===== src/core/stsp_defines.vh =====
// Constants of the stepper telegram port: word layout, status layout, counts.
// Included by stsp_ocp_counter and stsp_top (not stsp_sync); holds definitions only.
`ifndef STSP_DEFINES_VH
`define STSP_DEFINES_VH

// ----------------------------------------------------------------
// Word sizes
// ----------------------------------------------------------------
`define STSP_WORD_W 12
`define STSP_CNT_W 4
`define STSP_WORD_DONE 4'hc
`define STSP_WORD_OVER 4'hd

// ----------------------------------------------------------------
// Command word fields
// ----------------------------------------------------------------
`define STSP_CMD_MDA 11
`define STSP_CMD_CA_MSB 10
`define STSP_CMD_CA_LSB 7
`define STSP_CMD_PHA 6
`define STSP_CMD_MDB 5
`define STSP_CMD_CB_MSB 4
`define STSP_CMD_CB_LSB 1
`define STSP_CMD_PHB 0
`define STSP_CODE_ZERO 4'h0

// ----------------------------------------------------------------
// Status word fields
// ----------------------------------------------------------------
`define STSP_ST_LD_MSB 11
`define STSP_ST_LD_LSB 9
`define STSP_ST_ONE 8
`define STSP_ST_OT 7
`define STSP_ST_TEMP_PREWARN_FLAG 6
`define STSP_ST_UV 5
`define STSP_ST_OVERCURRENT_HIGH_SIDE_FLAG 4
`define STSP_ST_OLB 3
`define STSP_ST_OLA 2
`define STSP_ST_OCB 1
`define STSP_ST_OCA 0

// ----------------------------------------------------------------
// Reset values and protection counts
// ----------------------------------------------------------------
`define STSP_CMD_RESET 12'h000
`define STSP_OC_LIMIT 3
`define STSP_OC_WINDOW 63
`define STSP_OL_CYCLES 14

`endif


===== src/core/stsp_ocp_counter.v =====
// Overcurrent error counter for one comparator (a low side or the high side).
// Assumes pwm_tick marks the end of each PWM cycle and oc_event is on clk_sys.
`timescale 1ns/1ps
`include "stsp_defines.vh"

module stsp_ocp_counter #(
  parameter LIMIT = `STSP_OC_LIMIT,
  parameter WINDOW = `STSP_OC_WINDOW
) (
  input wire clk_sys,
  input wire rst,
  input wire clear,
  input wire pwm_tick,
  input wire oc_event,
  output reg flag_q,
  output reg bridge_off_q
);

  reg [1:0] err_q;
  reg [6:0] quiet_q;
  reg [6:0] off_q;
  reg seen_q;
  wire seen_now;
  wire hit;

  assign seen_now = seen_q | oc_event;
  assign hit = pwm_tick & seen_now & (err_q == LIMIT[1:0] - 2'h1);

  // ----------------------------------------------------------------
  // Count overcurrent cycles, forget them after a quiet window
  // ----------------------------------------------------------------
  always @(posedge clk_sys)
  begin
    if (rst)
    begin
      err_q <= 2'h0;
      quiet_q <= 7'h00;
      off_q <= 7'h00;
      seen_q <= 1'b0;
      flag_q <= 1'b0;
      bridge_off_q <= 1'b0;
    end
    else
    begin
      seen_q <= pwm_tick ? 1'b0 : seen_now;
      if (hit)
      begin
        // Set wins over a clear arriving in the same cycle
        err_q <= 2'h0;
        quiet_q <= 7'h00;
        off_q <= WINDOW[6:0];
        flag_q <= 1'b1;
        bridge_off_q <= 1'b1;
      end
      else if (clear)
      begin
        err_q <= 2'h0;
        quiet_q <= 7'h00;
        off_q <= 7'h00;
        flag_q <= 1'b0;
        bridge_off_q <= 1'b0;
      end
      else if (pwm_tick)
      begin
        if (seen_now)
        begin
          err_q <= err_q + 2'h1;
          quiet_q <= 7'h00;
        end
        else if (quiet_q >= WINDOW[6:0])
        begin
          err_q <= 2'h0;
        end
        else
        begin
          quiet_q <= quiet_q + 7'h01;
        end
        if (off_q != 7'h00)
        begin
          off_q <= off_q - 7'h01;
        end
        bridge_off_q <= (off_q > 7'h01);
      end
    end
  end

endmodule // stsp_ocp_counter


===== src/core/stsp_sync.v =====
// Two-stage synchroniser for levels arriving from outside clk_sys.
// Assumes the inputs are slow against clk_sys; no glitch filtering here.
`timescale 1ns/1ps

module stsp_sync #(
  parameter W = 1
) (
  input wire clk_sys,
  input wire rst,
  input wire [W-1:0] d,
  output reg [W-1:0] q
);

  reg [W-1:0] meta_q;

  // ----------------------------------------------------------------
  // Stage one is read only by stage two
  // ----------------------------------------------------------------
  always @(posedge clk_sys)
  begin
    if (rst)
    begin
      meta_q <= {W{1'b0}};
      q <= {W{1'b0}};
    end
    else
    begin
      meta_q <= d;
      q <= meta_q;
    end
  end

endmodule // stsp_sync


===== src/core/stsp_top.v =====
// Serial telegram port of a dual full-bridge stepper driver.
// Assumes the master clocks data in on the rising serial clock edge and
// out on the falling one, and that all pin levels are slow against clk_sys.
// Operation
// Command and status words are both twelve bits, shifted most significant first.
// Command bit 11 selects mixed decay for bridge A.
// Command bits 10..7 are the bridge A current code, bit 10 highest.
// Command bit 6 is bridge A polarity; zero drives first toward second output.
// Command bit 5 selects mixed decay for bridge B.
// Command bits 4..1 are the bridge B current code, bit 4 highest.
// Command bit 0 is bridge B polarity; zero drives first toward second output.
// Current code zero gives no current and holds the bridge in slow decay.
// Current code is linear; all ones is full scale, fifteen sixteenths.
// The controller sends one full telegram per microstep, sine and cosine.
// Status bits 11..9 carry the three-bit load level, bit 11 highest.
// Status bits 7, 6, 5 report overtemperature off, prewarning, supply low.
// Status bits 4, 1, 0 flag overcurrent after 3 in 63 PWM cycles.
// Status bits 3, 2 flag open load after 14 oscillator cycles unswitched.
// All port registers clear on reset and while the enable pin is high; use_external_ref still follows the select pins while enable is high.
// The serial port only works while the serial mode select is high.
// The enable pin is active low and also acts as overvoltage shutdown.
// The serial data output is tri-state and releases the line.
// Analog reference select low scales currents by the external references; use_external_ref stays low while the serial mode select is low.
// Both codes zero clears overcurrent flags and enters low-current standby.
// Open load of a bridge with code zero always reads zero.
// The reported load level is refreshed once per fullstep.
// Status bit 8 always reads one.
// Chip select frames a telegram; a complete word applies at its release.
// Status is captured at telegram start; output is driven only while selected.
`timescale 1ns/1ps
`include "stsp_defines.vh"

module stsp_top #(
  parameter OL_CYCLES = `STSP_OL_CYCLES
) (
  input wire clk_sys,
  input wire rst,
  input wire sck,
  input wire sdi,
  input wire chip_select_low,
  input wire device_enable_low,
  input wire serial_mode_select,
  input wire analog_ref_select_low,
  output reg sdo_o,
  output reg sdo_oe,
  input wire sdo_i,
  input wire [2:0] load_level,
  input wire load_fullstep,
  input wire overtemp_off_flag,
  input wire temp_prewarn_flag,
  input wire supply_low_flag,
  input wire pwm_tick,
  input wire osc_tick,
  input wire oc_low_a_event,
  input wire oc_low_b_event,
  input wire oc_high_event,
  input wire pwm_off_a,
  input wire pwm_off_b,
  output reg mixed_decay_a,
  output reg [3:0] coil_a_current_code,
  output reg polarity_a,
  output reg slow_decay_hold_a,
  output reg bridge_a_off,
  output reg mixed_decay_b,
  output reg [3:0] coil_b_current_code,
  output reg polarity_b,
  output reg slow_decay_hold_b,
  output reg bridge_b_off,
  output reg low_current_standby,
  output reg use_external_ref
);

  // ----------------------------------------------------------------
  // Pin synchronisers
  // ----------------------------------------------------------------
  wire sck_s;
  wire sdi_s;
  wire csn_s;
  wire enn_s;
  wire spe_s;
  wire ann_s;

  stsp_sync #(
    .W(6)
  ) u_sync (
    .clk_sys(clk_sys),
    .rst(rst),
    .d({sck, sdi, chip_select_low, device_enable_low, serial_mode_select,
        analog_ref_select_low}),
    .q({sck_s, sdi_s, csn_s, enn_s, spe_s, ann_s})
  );

  // ----------------------------------------------------------------
  // Edge detection on synchronised levels
  // ----------------------------------------------------------------
  reg sck_prev_q;
  reg csn_prev_q;
  wire port_off;
  wire sel;
  wire sck_rise;
  wire sck_fall;
  wire csn_fall;
  wire csn_rise;

  // A high enable pin doubles as overvoltage shutdown and holds the port cleared
  assign port_off = enn_s | ~spe_s; // see R15 // see R16 //
  assign sel = ~csn_s;
  assign sck_rise = sel & sck_s & ~sck_prev_q;
  assign sck_fall = sel & ~sck_s & sck_prev_q;
  assign csn_fall = ~csn_s & csn_prev_q;
  assign csn_rise = csn_s & ~csn_prev_q;

  always @(posedge clk_sys)
  begin
    if (rst)
    begin
      sck_prev_q <= 1'b0;
      csn_prev_q <= 1'b1;
    end
    else
    begin
      sck_prev_q <= sck_s;
      csn_prev_q <= csn_s;
    end
  end

  // ----------------------------------------------------------------
  // Status assembly
  // ----------------------------------------------------------------
  reg [2:0] load_q;
  wire [1:0] ol_flag;
  wire [2:0] oc_flag;
  wire [2:0] oc_off;
  wire [11:0] status;

  always @(posedge clk_sys)
  begin
    if (rst || port_off)
    begin
      load_q <= 3'h0;
    end
    else if (load_fullstep)
    begin
      load_q <= load_level;
    end
  end

  assign status[`STSP_ST_LD_MSB:`STSP_ST_LD_LSB] = load_q;
  assign status[`STSP_ST_ONE] = 1'b1;
  assign status[`STSP_ST_OT] = overtemp_off_flag;
  assign status[`STSP_ST_TEMP_PREWARN_FLAG] = temp_prewarn_flag;
  assign status[`STSP_ST_UV] = supply_low_flag;
  assign status[`STSP_ST_OVERCURRENT_HIGH_SIDE_FLAG] = oc_flag[2];
  assign status[`STSP_ST_OLB] = ol_flag[1];
  assign status[`STSP_ST_OLA] = ol_flag[0];
  assign status[`STSP_ST_OCB] = oc_flag[1];
  assign status[`STSP_ST_OCA] = oc_flag[0];

  // ----------------------------------------------------------------
  // Serial shifter
  // ----------------------------------------------------------------
  reg [11:0] rx_q;
  reg [11:0] tx_q;
  reg [3:0] cnt_q;
  reg zero_clr_q;

  always @(posedge clk_sys)
  begin
    if (rst || port_off)
    begin
      rx_q <= `STSP_CMD_RESET;
      tx_q <= `STSP_CMD_RESET;
      cnt_q <= 4'h0;
      sdo_o <= 1'b0;
      sdo_oe <= 1'b0;
    end
    else
    begin
      sdo_oe <= sel; // see R18 //
      if (csn_fall)
      begin
        // Snapshot keeps the word stable while it shifts out
        sdo_o <= status[`STSP_WORD_W-1]; // see R25 //
        tx_q <= {status[`STSP_WORD_W-2:0], 1'b0};
        cnt_q <= 4'h0;
      end
      else if (sck_rise)
      begin
        rx_q <= {rx_q[`STSP_WORD_W-2:0], sdi_s};
        if (cnt_q != `STSP_WORD_OVER)
        begin
          cnt_q <= cnt_q + 4'h1;
        end
      end
      else if (sck_fall)
      begin
        sdo_o <= tx_q[`STSP_WORD_W-1];
        tx_q <= {tx_q[`STSP_WORD_W-2:0], 1'b0};
      end
    end
  end

  // ----------------------------------------------------------------
  // Command application at end of frame
  // ----------------------------------------------------------------
  wire [3:0] code_a_rx;
  wire [3:0] code_b_rx;
  wire frame_ok;
  wire both_zero;

  assign code_a_rx = rx_q[`STSP_CMD_CA_MSB:`STSP_CMD_CA_LSB];
  assign code_b_rx = rx_q[`STSP_CMD_CB_MSB:`STSP_CMD_CB_LSB];
  // A short or long frame is dropped whole so a glitch cannot move a coil
  assign frame_ok = csn_rise & (cnt_q == `STSP_WORD_DONE);
  assign both_zero = (code_a_rx == `STSP_CODE_ZERO) & (code_b_rx == `STSP_CODE_ZERO);

  always @(posedge clk_sys)
  begin
    if (rst || port_off)
    begin
      mixed_decay_a <= 1'b0;
      coil_a_current_code <= 4'h0;
      polarity_a <= 1'b0;
      mixed_decay_b <= 1'b0;
      coil_b_current_code <= 4'h0;
      polarity_b <= 1'b0;
      low_current_standby <= 1'b0;
      zero_clr_q <= 1'b0;
    end
    else
    begin
      zero_clr_q <= frame_ok & both_zero;
      if (frame_ok)
      begin
        mixed_decay_a <= rx_q[`STSP_CMD_MDA];
        coil_a_current_code <= code_a_rx; // see R03 //
        polarity_a <= rx_q[`STSP_CMD_PHA];
        mixed_decay_b <= rx_q[`STSP_CMD_MDB];
        coil_b_current_code <= code_b_rx; // see R06 //
        polarity_b <= rx_q[`STSP_CMD_PHB];
        low_current_standby <= both_zero;
      end
    end
  end

  // ----------------------------------------------------------------
  // Overcurrent counters
  // ----------------------------------------------------------------
  wire oc_clear;
  wire [2:0] oc_ev;

  assign oc_clear = port_off | zero_clr_q; // see R20 //
  // Slot 0 is bridge A low side, slot 1 bridge B low side, slot 2 the high side
  assign oc_ev = {oc_high_event, oc_low_b_event, oc_low_a_event};

  genvar gi;
  generate
    for (gi = 0; gi < 3; gi = gi + 1)
    begin : g_oc
      stsp_ocp_counter u_oc (
        .clk_sys(clk_sys),
        .rst(rst),
        .clear(oc_clear),
        .pwm_tick(pwm_tick),
        .oc_event(oc_ev[gi]),
        .flag_q(oc_flag[gi]),
        .bridge_off_q(oc_off[gi])
      );
    end
  endgenerate

  // ----------------------------------------------------------------
  // Open load watchdogs, one per bridge
  // ----------------------------------------------------------------
  wire [1:0] sw_off;
  wire [1:0] code_zero;

  assign sw_off = {pwm_off_b, pwm_off_a};
  assign code_zero = {coil_b_current_code == `STSP_CODE_ZERO,
                      coil_a_current_code == `STSP_CODE_ZERO};

  generate
    for (gi = 0; gi < 2; gi = gi + 1)
    begin : g_ol
      reg [4:0] run_q;
      reg flag_q;
      assign ol_flag[gi] = flag_q;
      always @(posedge clk_sys)
      begin
        // Chopper idle at code zero, and a switch-off restarts the watch
        if (rst || port_off || code_zero[gi] || sw_off[gi])
        begin
          run_q <= 5'h00;
          flag_q <= 1'b0;
        end
        else if (osc_tick)
        begin
          if (run_q != OL_CYCLES[4:0])
          begin
            run_q <= run_q + 5'h01;
          end
          else
          begin
            flag_q <= 1'b1;
          end
        end
      end
    end
  endgenerate

  // ----------------------------------------------------------------
  // Bridge controls
  // ----------------------------------------------------------------
  always @(posedge clk_sys)
  begin
    if (rst)
    begin
      slow_decay_hold_a <= 1'b1;
      slow_decay_hold_b <= 1'b1;
      bridge_a_off <= 1'b1;
      bridge_b_off <= 1'b1;
      use_external_ref <= 1'b0;
    end
    else
    begin
      slow_decay_hold_a <= code_zero[0];
      slow_decay_hold_b <= code_zero[1];
      // High side fault cannot be located, so both bridges stop
      bridge_a_off <= port_off | oc_off[0] | oc_off[2];
      bridge_b_off <= port_off | oc_off[1] | oc_off[2];
      use_external_ref <= spe_s & ~ann_s;
    end
  end

endmodule // stsp_top


===== config.mk =====
export PLATFORM = sky130hd
export DESIGN_NAME = stsp_top
export DESIGN_NICKNAME = d
export VERILOG_FILES = /design/src/core/stsp_ocp_counter.v /design/src/core/stsp_sync.v /design/src/core/stsp_top.v
export VERILOG_INCLUDE_DIRS = /design/src /design/src/core
export SDC_FILE = /design/constraint.sdc
export NUM_CORES = 1
export LEC_CHECK = 0
export ABC_CLOCK_PERIOD_IN_PS = 2100
export BUFFER_PORTS_ARGS = -buffer_cell sky130_fd_sc_hd__buf_2
export CAP_MARGIN = 10
export CORE_MARGIN = 4
export CORE_UTILIZATION = 50
export CTS_CLUSTER_DIAMETER = 60
export DETAILED_ROUTE_END_ITERATION = 10
export HOLD_SLACK_MARGIN = 0.06
export PLACE_DENSITY = 0.71
export SETUP_SLACK_MARGIN = 0.1
export SKIP_LAST_GASP = 1
export SYNTH_ARGS = -nofsm -noshare
export SYNTH_HDL_FRONTEND = slang
export SYNTH_SLANG_ARGS = --single-unit

===== constraint.sdc =====
create_clock -name clk_sys -period 2.1 [get_ports clk_sys]
set_clock_uncertainty 0.2 [all_clocks]
set_input_delay 0.42 -clock clk_sys [delete_from_list [all_inputs] [get_ports clk_sys]]
set_output_delay 0.42 -clock clk_sys [all_outputs]
set_load 0.1 [all_outputs]

Word-level counts from Yosys, hierarchy flattened
Cells that the tools add are included.

word-level totals
  register bits = 134
  output and inout bits = 20
  word-level logic and storage cells = 203
  input bits = 23

cells by class
  bitwise operators = 34
  add/sub/neg operators = 12
  $lt $le $gt $ge = 6
  equal/unequal tests = 11
  muxes and demuxes = 43
  reductions and logical operators = 49

operator list
  operator             count
  $mux 6               12
  $mux 7               6
  $reduce_and 2->1     19
  $mux 12              3
  $add 7x1->7 const B  3
  $ge 7x6->1 const B   3
  $gt 7x1->1 const B   3
  $reduce_bool 7->1    3
  $sub 7x1->7 const B  3
  $reduce_bool 3->1    6
  $and 1x1->1          16
  $logic_not 4->1      4
  $mux 1               16
  $reduce_bool 2->1    7
  $mux 2               6
  $add 5x1->5 const B  2
  $ne 5x4->1 const B   2
  $not 1->1            9
  $or 1x1->1           9
  $reduce_or 3->1      3
  $ne 2x1->1 const B   4
  $add 2x1->2 const B  3
  $eq 2x2->1 const B   3
  $logic_or 1x1->1     5
  4 further kinds      5

Depth between registers and ports, before layout
  depth after elaboration = 6
  mapped depth = 8
  mapped depth without buffers = 7

Cells and area by module
A second synthesis with hierarchy kept.

unflattened totals
  cells, all modules = 710
  area, all modules = 6,322.3 um^2

by module, submodules not included
  module                                seq. area each (um^2)  times used  cells each  area each (um^2)
  stsp_top                              1,301.2                1           298         2,650.0
  stsp_ocp_counter at g_oc[0].u_oc ...  380.4                  2           128         1,104.8
  stsp_ocp_counter at g_oc[2].u_oc      380.4                  1           131         1,096.1
  stsp_sync                             240.2                  1           25          366.6

Worst setup path before layout
Ideal clock, no wire load.

  path type = flip-flop to flip-flop
  from = reg coil_a_current_code[3]
  to = reg g_ol[0].flag_q
  data arrival time = 1.762 ns
  library setup time = 0.058 ns
  data required time = 1.842 ns
  setup slack = 0.080 ns
  period minus slack after synthesis = 2.020 ns
  cell stages (with the launch flop) = 5
  buffers on the path = 1
  cell sequence = dfxtp_1 -> nor4_1 -> or3_1 -> buf_2 -> o21ba_1

on the way
  cells in the longest elaborated chain, start to end = 3

RTL lines
  element                        RTL line        source
  start, declared                stsp_top.v:60   output reg [3:0] coil_a_current_code,
  start signal, assigned         stsp_top.v:236  coil_a_current_code <= code_a_rx;
  $logic_not 4->1 (no line)      --
  $logic_or 1x1->1 (2 in a row)  stsp_top.v:291  if (rst || port_off || code_zero[gi] || sw_off[gi])
  end signal, assigned           stsp_top.v:294  flag_q <= 1'b0;
  end signal, assigned           stsp_top.v:304  flag_q <= 1'b1;
  end, declared                  stsp_top.v:286  reg flag_q;

Every way passes these cells.
A chain may end at the register's enable or synchronous reset.

Worst setup path in the final report
  from = reg u_sync.q[1]
  to = reg g_ol[0].flag_q

on the way
  cells in the longest elaborated chain, start to end = 5

RTL lines
  element                        RTL line        source
  start, declared                stsp_sync.v:11  output reg [W-1:0] q
  start signal, assigned         stsp_sync.v:24  q <= {W{1'b0}};
  start signal, assigned         stsp_sync.v:29  q <= meta_q;
  $not 1->1                      stsp_top.v:106  assign port_off = enn_s | ~spe_s;
  $or 1x1->1                     stsp_top.v:106
  $logic_or 1x1->1 (3 in a row)  stsp_top.v:291

Every way passes these cells.

==> impl_results.md <==
* Fill cell count at ~900
* Postcts setup bufs at 0
* Avg Vias per Cell at around 5.6
* Site Rows at 38
* Post-route cell area at between 6000 and 7000 um2
* Syn_area_per_cell at a little under 9 um2
* Mapped Nets at 703
* Register area at between 2000 and 3000 um2
* Drt wl/cell at about 15 um
* Synth unique cells at 56
* FMAX at around 520 MHz
* TritonCTS buffer count at 17
* GR Overflow Total at 0
* Multi-input logic area at approximately 2800 um2
* Final setup TNS at 0 ns
* DRC Markers at 0
* Syn-to-layout area delta at 20.4%
* DIE AREA at about 13000 um2
* Flops & latches, synth at about 130
* Port bufs at 41
* Clock-pin slew on the worst setup and hold paths at about 0.060 ns
* Root buf cell: clkbuf_16
* Routed via count at 4915
* Post-synth ARST share at 0%
* Detailed Route Iter0 Violations at ~350
* Post-layout minimum cycle time at around 1.9 ns
* H-tree depth at 4
* Number of enable flip-flop cells after synthesis at 0
* Initial core utilization at between 50% and 60%
* Net count, final at 765
* Ys flop type: dfxtp_1
* Leak at between 2 and 3 nW
* Max cap viols at 0
* CP max FO at 6
* Gate Count Post-Synth at 658
* Worst-Skew Late Latency at between 0.4 and 0.5 ns
* Worst-Margin Slew at about 0.48 ns
* ANT cells at 0
* Worst min path class: in -> reg
* CTS Buffer Depth at 2
* RSZ-0062 raised after global routing: false
* Post-Syn Area at around 5700 um2
* # IOs at 43
* VDD IR max at 856 uV
* Tot GR Track Use at 20.4%
* GP Congestion at 0.848
* Status: finished clean
* Number of global-route vias before repair at between 4000 and 5000
* Most frequent cells in the layout: dfxtp_1 (132), nand2_1 (94), nor2_1 (79)
* Pwr per Cell Area at about 860 nW/um2
* Die H at between 100 and 150 um
* Startpoint Class: register
* Crit end category: register
* CTS tree: done
* Most common cell after layout, fill and taps aside: dfxtp_1
* Initial DRT Pass Iterations at 5
* Initial antenna violation count at 0
* Yosys synthesis warning count at 0
* Horiz. Die Dim at around 110 um
* Period utilization at just over 90%
* Placed Area at 6120 um2
* CP required at approximately 2.3 ns
* Relative slew slack at between 60% and 70%
* Largest net degree at the start of global routing at 36
* Final WL at 12.7 mm
* Core region area at between 10000 and 15000 um2
* Max-slew violations at 0
* WS Path Type: reg -> reg
* Layout cells sized above 1 at roughly 16%
* Worst EP arrival at 2.07 ns
* Post-detailed-route count of antenna-violating nets at 0
* HPWL Detailed at 8.81 mm
* Seq/Total Area, Yosys at between 40% and 50%
* Sink Count at ~130
* Final setup vio count at 0
* First-pass GRT wire length at 21.8 mm
* Final Hold Fails at 0
worst max-delay path, stage by stage (launching register included):
cell and delay, ns:
dfxtp_1 0.36, or3b_1 0.41, buf_4 0.18, or3_1 0.45
o21ba_1 0.25
power by group:
part           switching (mW)  total (mW)  leakage, nW  internal (mW)
registers              0.0155        2.58         1.08           2.57
clock network            1.14        3.05        0.287           1.91
logic                   0.159       0.258         1.21         0.0990
cell families after synthesis:
kind of cell    after synthesis  share of synthesized area (%)
simple gates                289                           24.0
flops                       134                           47.1
compound gates              133                           15.5
buf+inv                      50                           3.53
fa+ha+maj                    22                           4.83
mux                          17                           3.01
xor+xnor                     13                           2.00
stage by stage:
| stage | instances | hold WS, ns | worst slack, ns | power, mW | utilization (%) |
|---|---|---|---|---|---|
| floorplan | 658 | 0.172 | 0.109 | 2.80 | - |
| global placement | 830 | 0.180 | 0.0309 | 2.87 | 55.8 |
| detailed placement | 830 | 0.195 | 0.0115 | 2.88 | 55.8 |
| CTS | 873 | 0.0914 | 0.173 | 5.95 | 62.3 |
| global route | 873 | 0.109 | 0.107 | 6.10 | 62.5 |
| finish | 873 | 0.110 | 0.193 | 5.89 | 62.5 |
metal layers:
layer	wire length (um)	global-route usage, %
met5	0	0
met4	181	7.04
met3	594	6.11
met2	6420	36.0
met1	5530	23.5
flip-flops by register name, indices dropped and copies added, names as in the netlist, 2 cells and up:
register / count
g_oc.u_oc.quiet_q: 21
coil_a_current_code: 4
u_sync.q: 6
g_oc.u_oc.flag_q: 3
coil_b_current_code: 4
g_ol.run_q: 10
rx_q: 12
u_sync.meta_q: 6
g_oc.u_oc.err_q: 6
g_oc.u_oc.off_q: 21
cnt_q: 4
g_oc.u_oc.seen_q: 3
g_ol.flag_q: 2
tx_q: 11
load_q: 3
g_oc.u_oc.bridge_off_q: 3
area by class of cell:
cell class | instances | area share (%)
inverter | 17 | 0.930
timing repair buffer | 76 | 7.22
multi-input combinational | 474 | 41.3
clock inverter | 13 | 2.46
sequential | 134 | 39.1
tap | 140 | 2.55
clock buffer | 19 | 6.45
Yosys cell counts, types with 4 or more instances:
master / count / area share (%)
nor3_1: 19 / 1.7
mux2i_1: 16 / 2.8
dfxtp_1: 134 / 47
a311oi_1: 13 / 2.0
a21oi_1: 42 / 3.7
a21o_1: 5 / 0.66
ha_1: 22 / 4.8
inv_1: 17 / 1.1
xor2_1: 9 / 1.4
or2_2: 7 / 0.77
nor2b_1: 14 / 1.5
a211oi_1: 8 / 1.1
clkbuf_1: 25 / 1.6
nand4_1: 12 / 1.3
nand3_1: 12 / 1.1
buf_2: 5 / 0.44
and3_1: 11 / 1.2
o21ai_0: 19 / 1.7
nand2_1: 94 / 6.2
or3_1: 8 / 0.88
nor4_1: 7 / 0.77
xnor2_1: 4 / 0.61
nor2_1: 79 / 5.2
a31oi_1: 15 / 1.6
nand2b_1: 4 / 0.44
what timing repair did:
item	4_1_cts	5_1_grt
hold endpoints to repair	11	0
endpoints found under the setup margin	0	2
hold buffers	11	0
resized for setup	0	3
final timing paths:
| path | startpoint | end | slack [ns] | cells after the start |
|---|---|---|---|---|
| worst min-delay path | overtemp_off_flag | tx_q[8] | 0.11 | 3 |
| worst max-delay path | u_sync.q[1] | g_ol[0].flag_q | 0.19 | 4 |
| worst min register to register | u_sync.q[0] | use_external_ref | 0.21 | 1 |
| worst max register to register | u_sync.q[1] | g_ol[0].flag_q | 0.19 | 4 |
(Power assumes the default switching activity.)
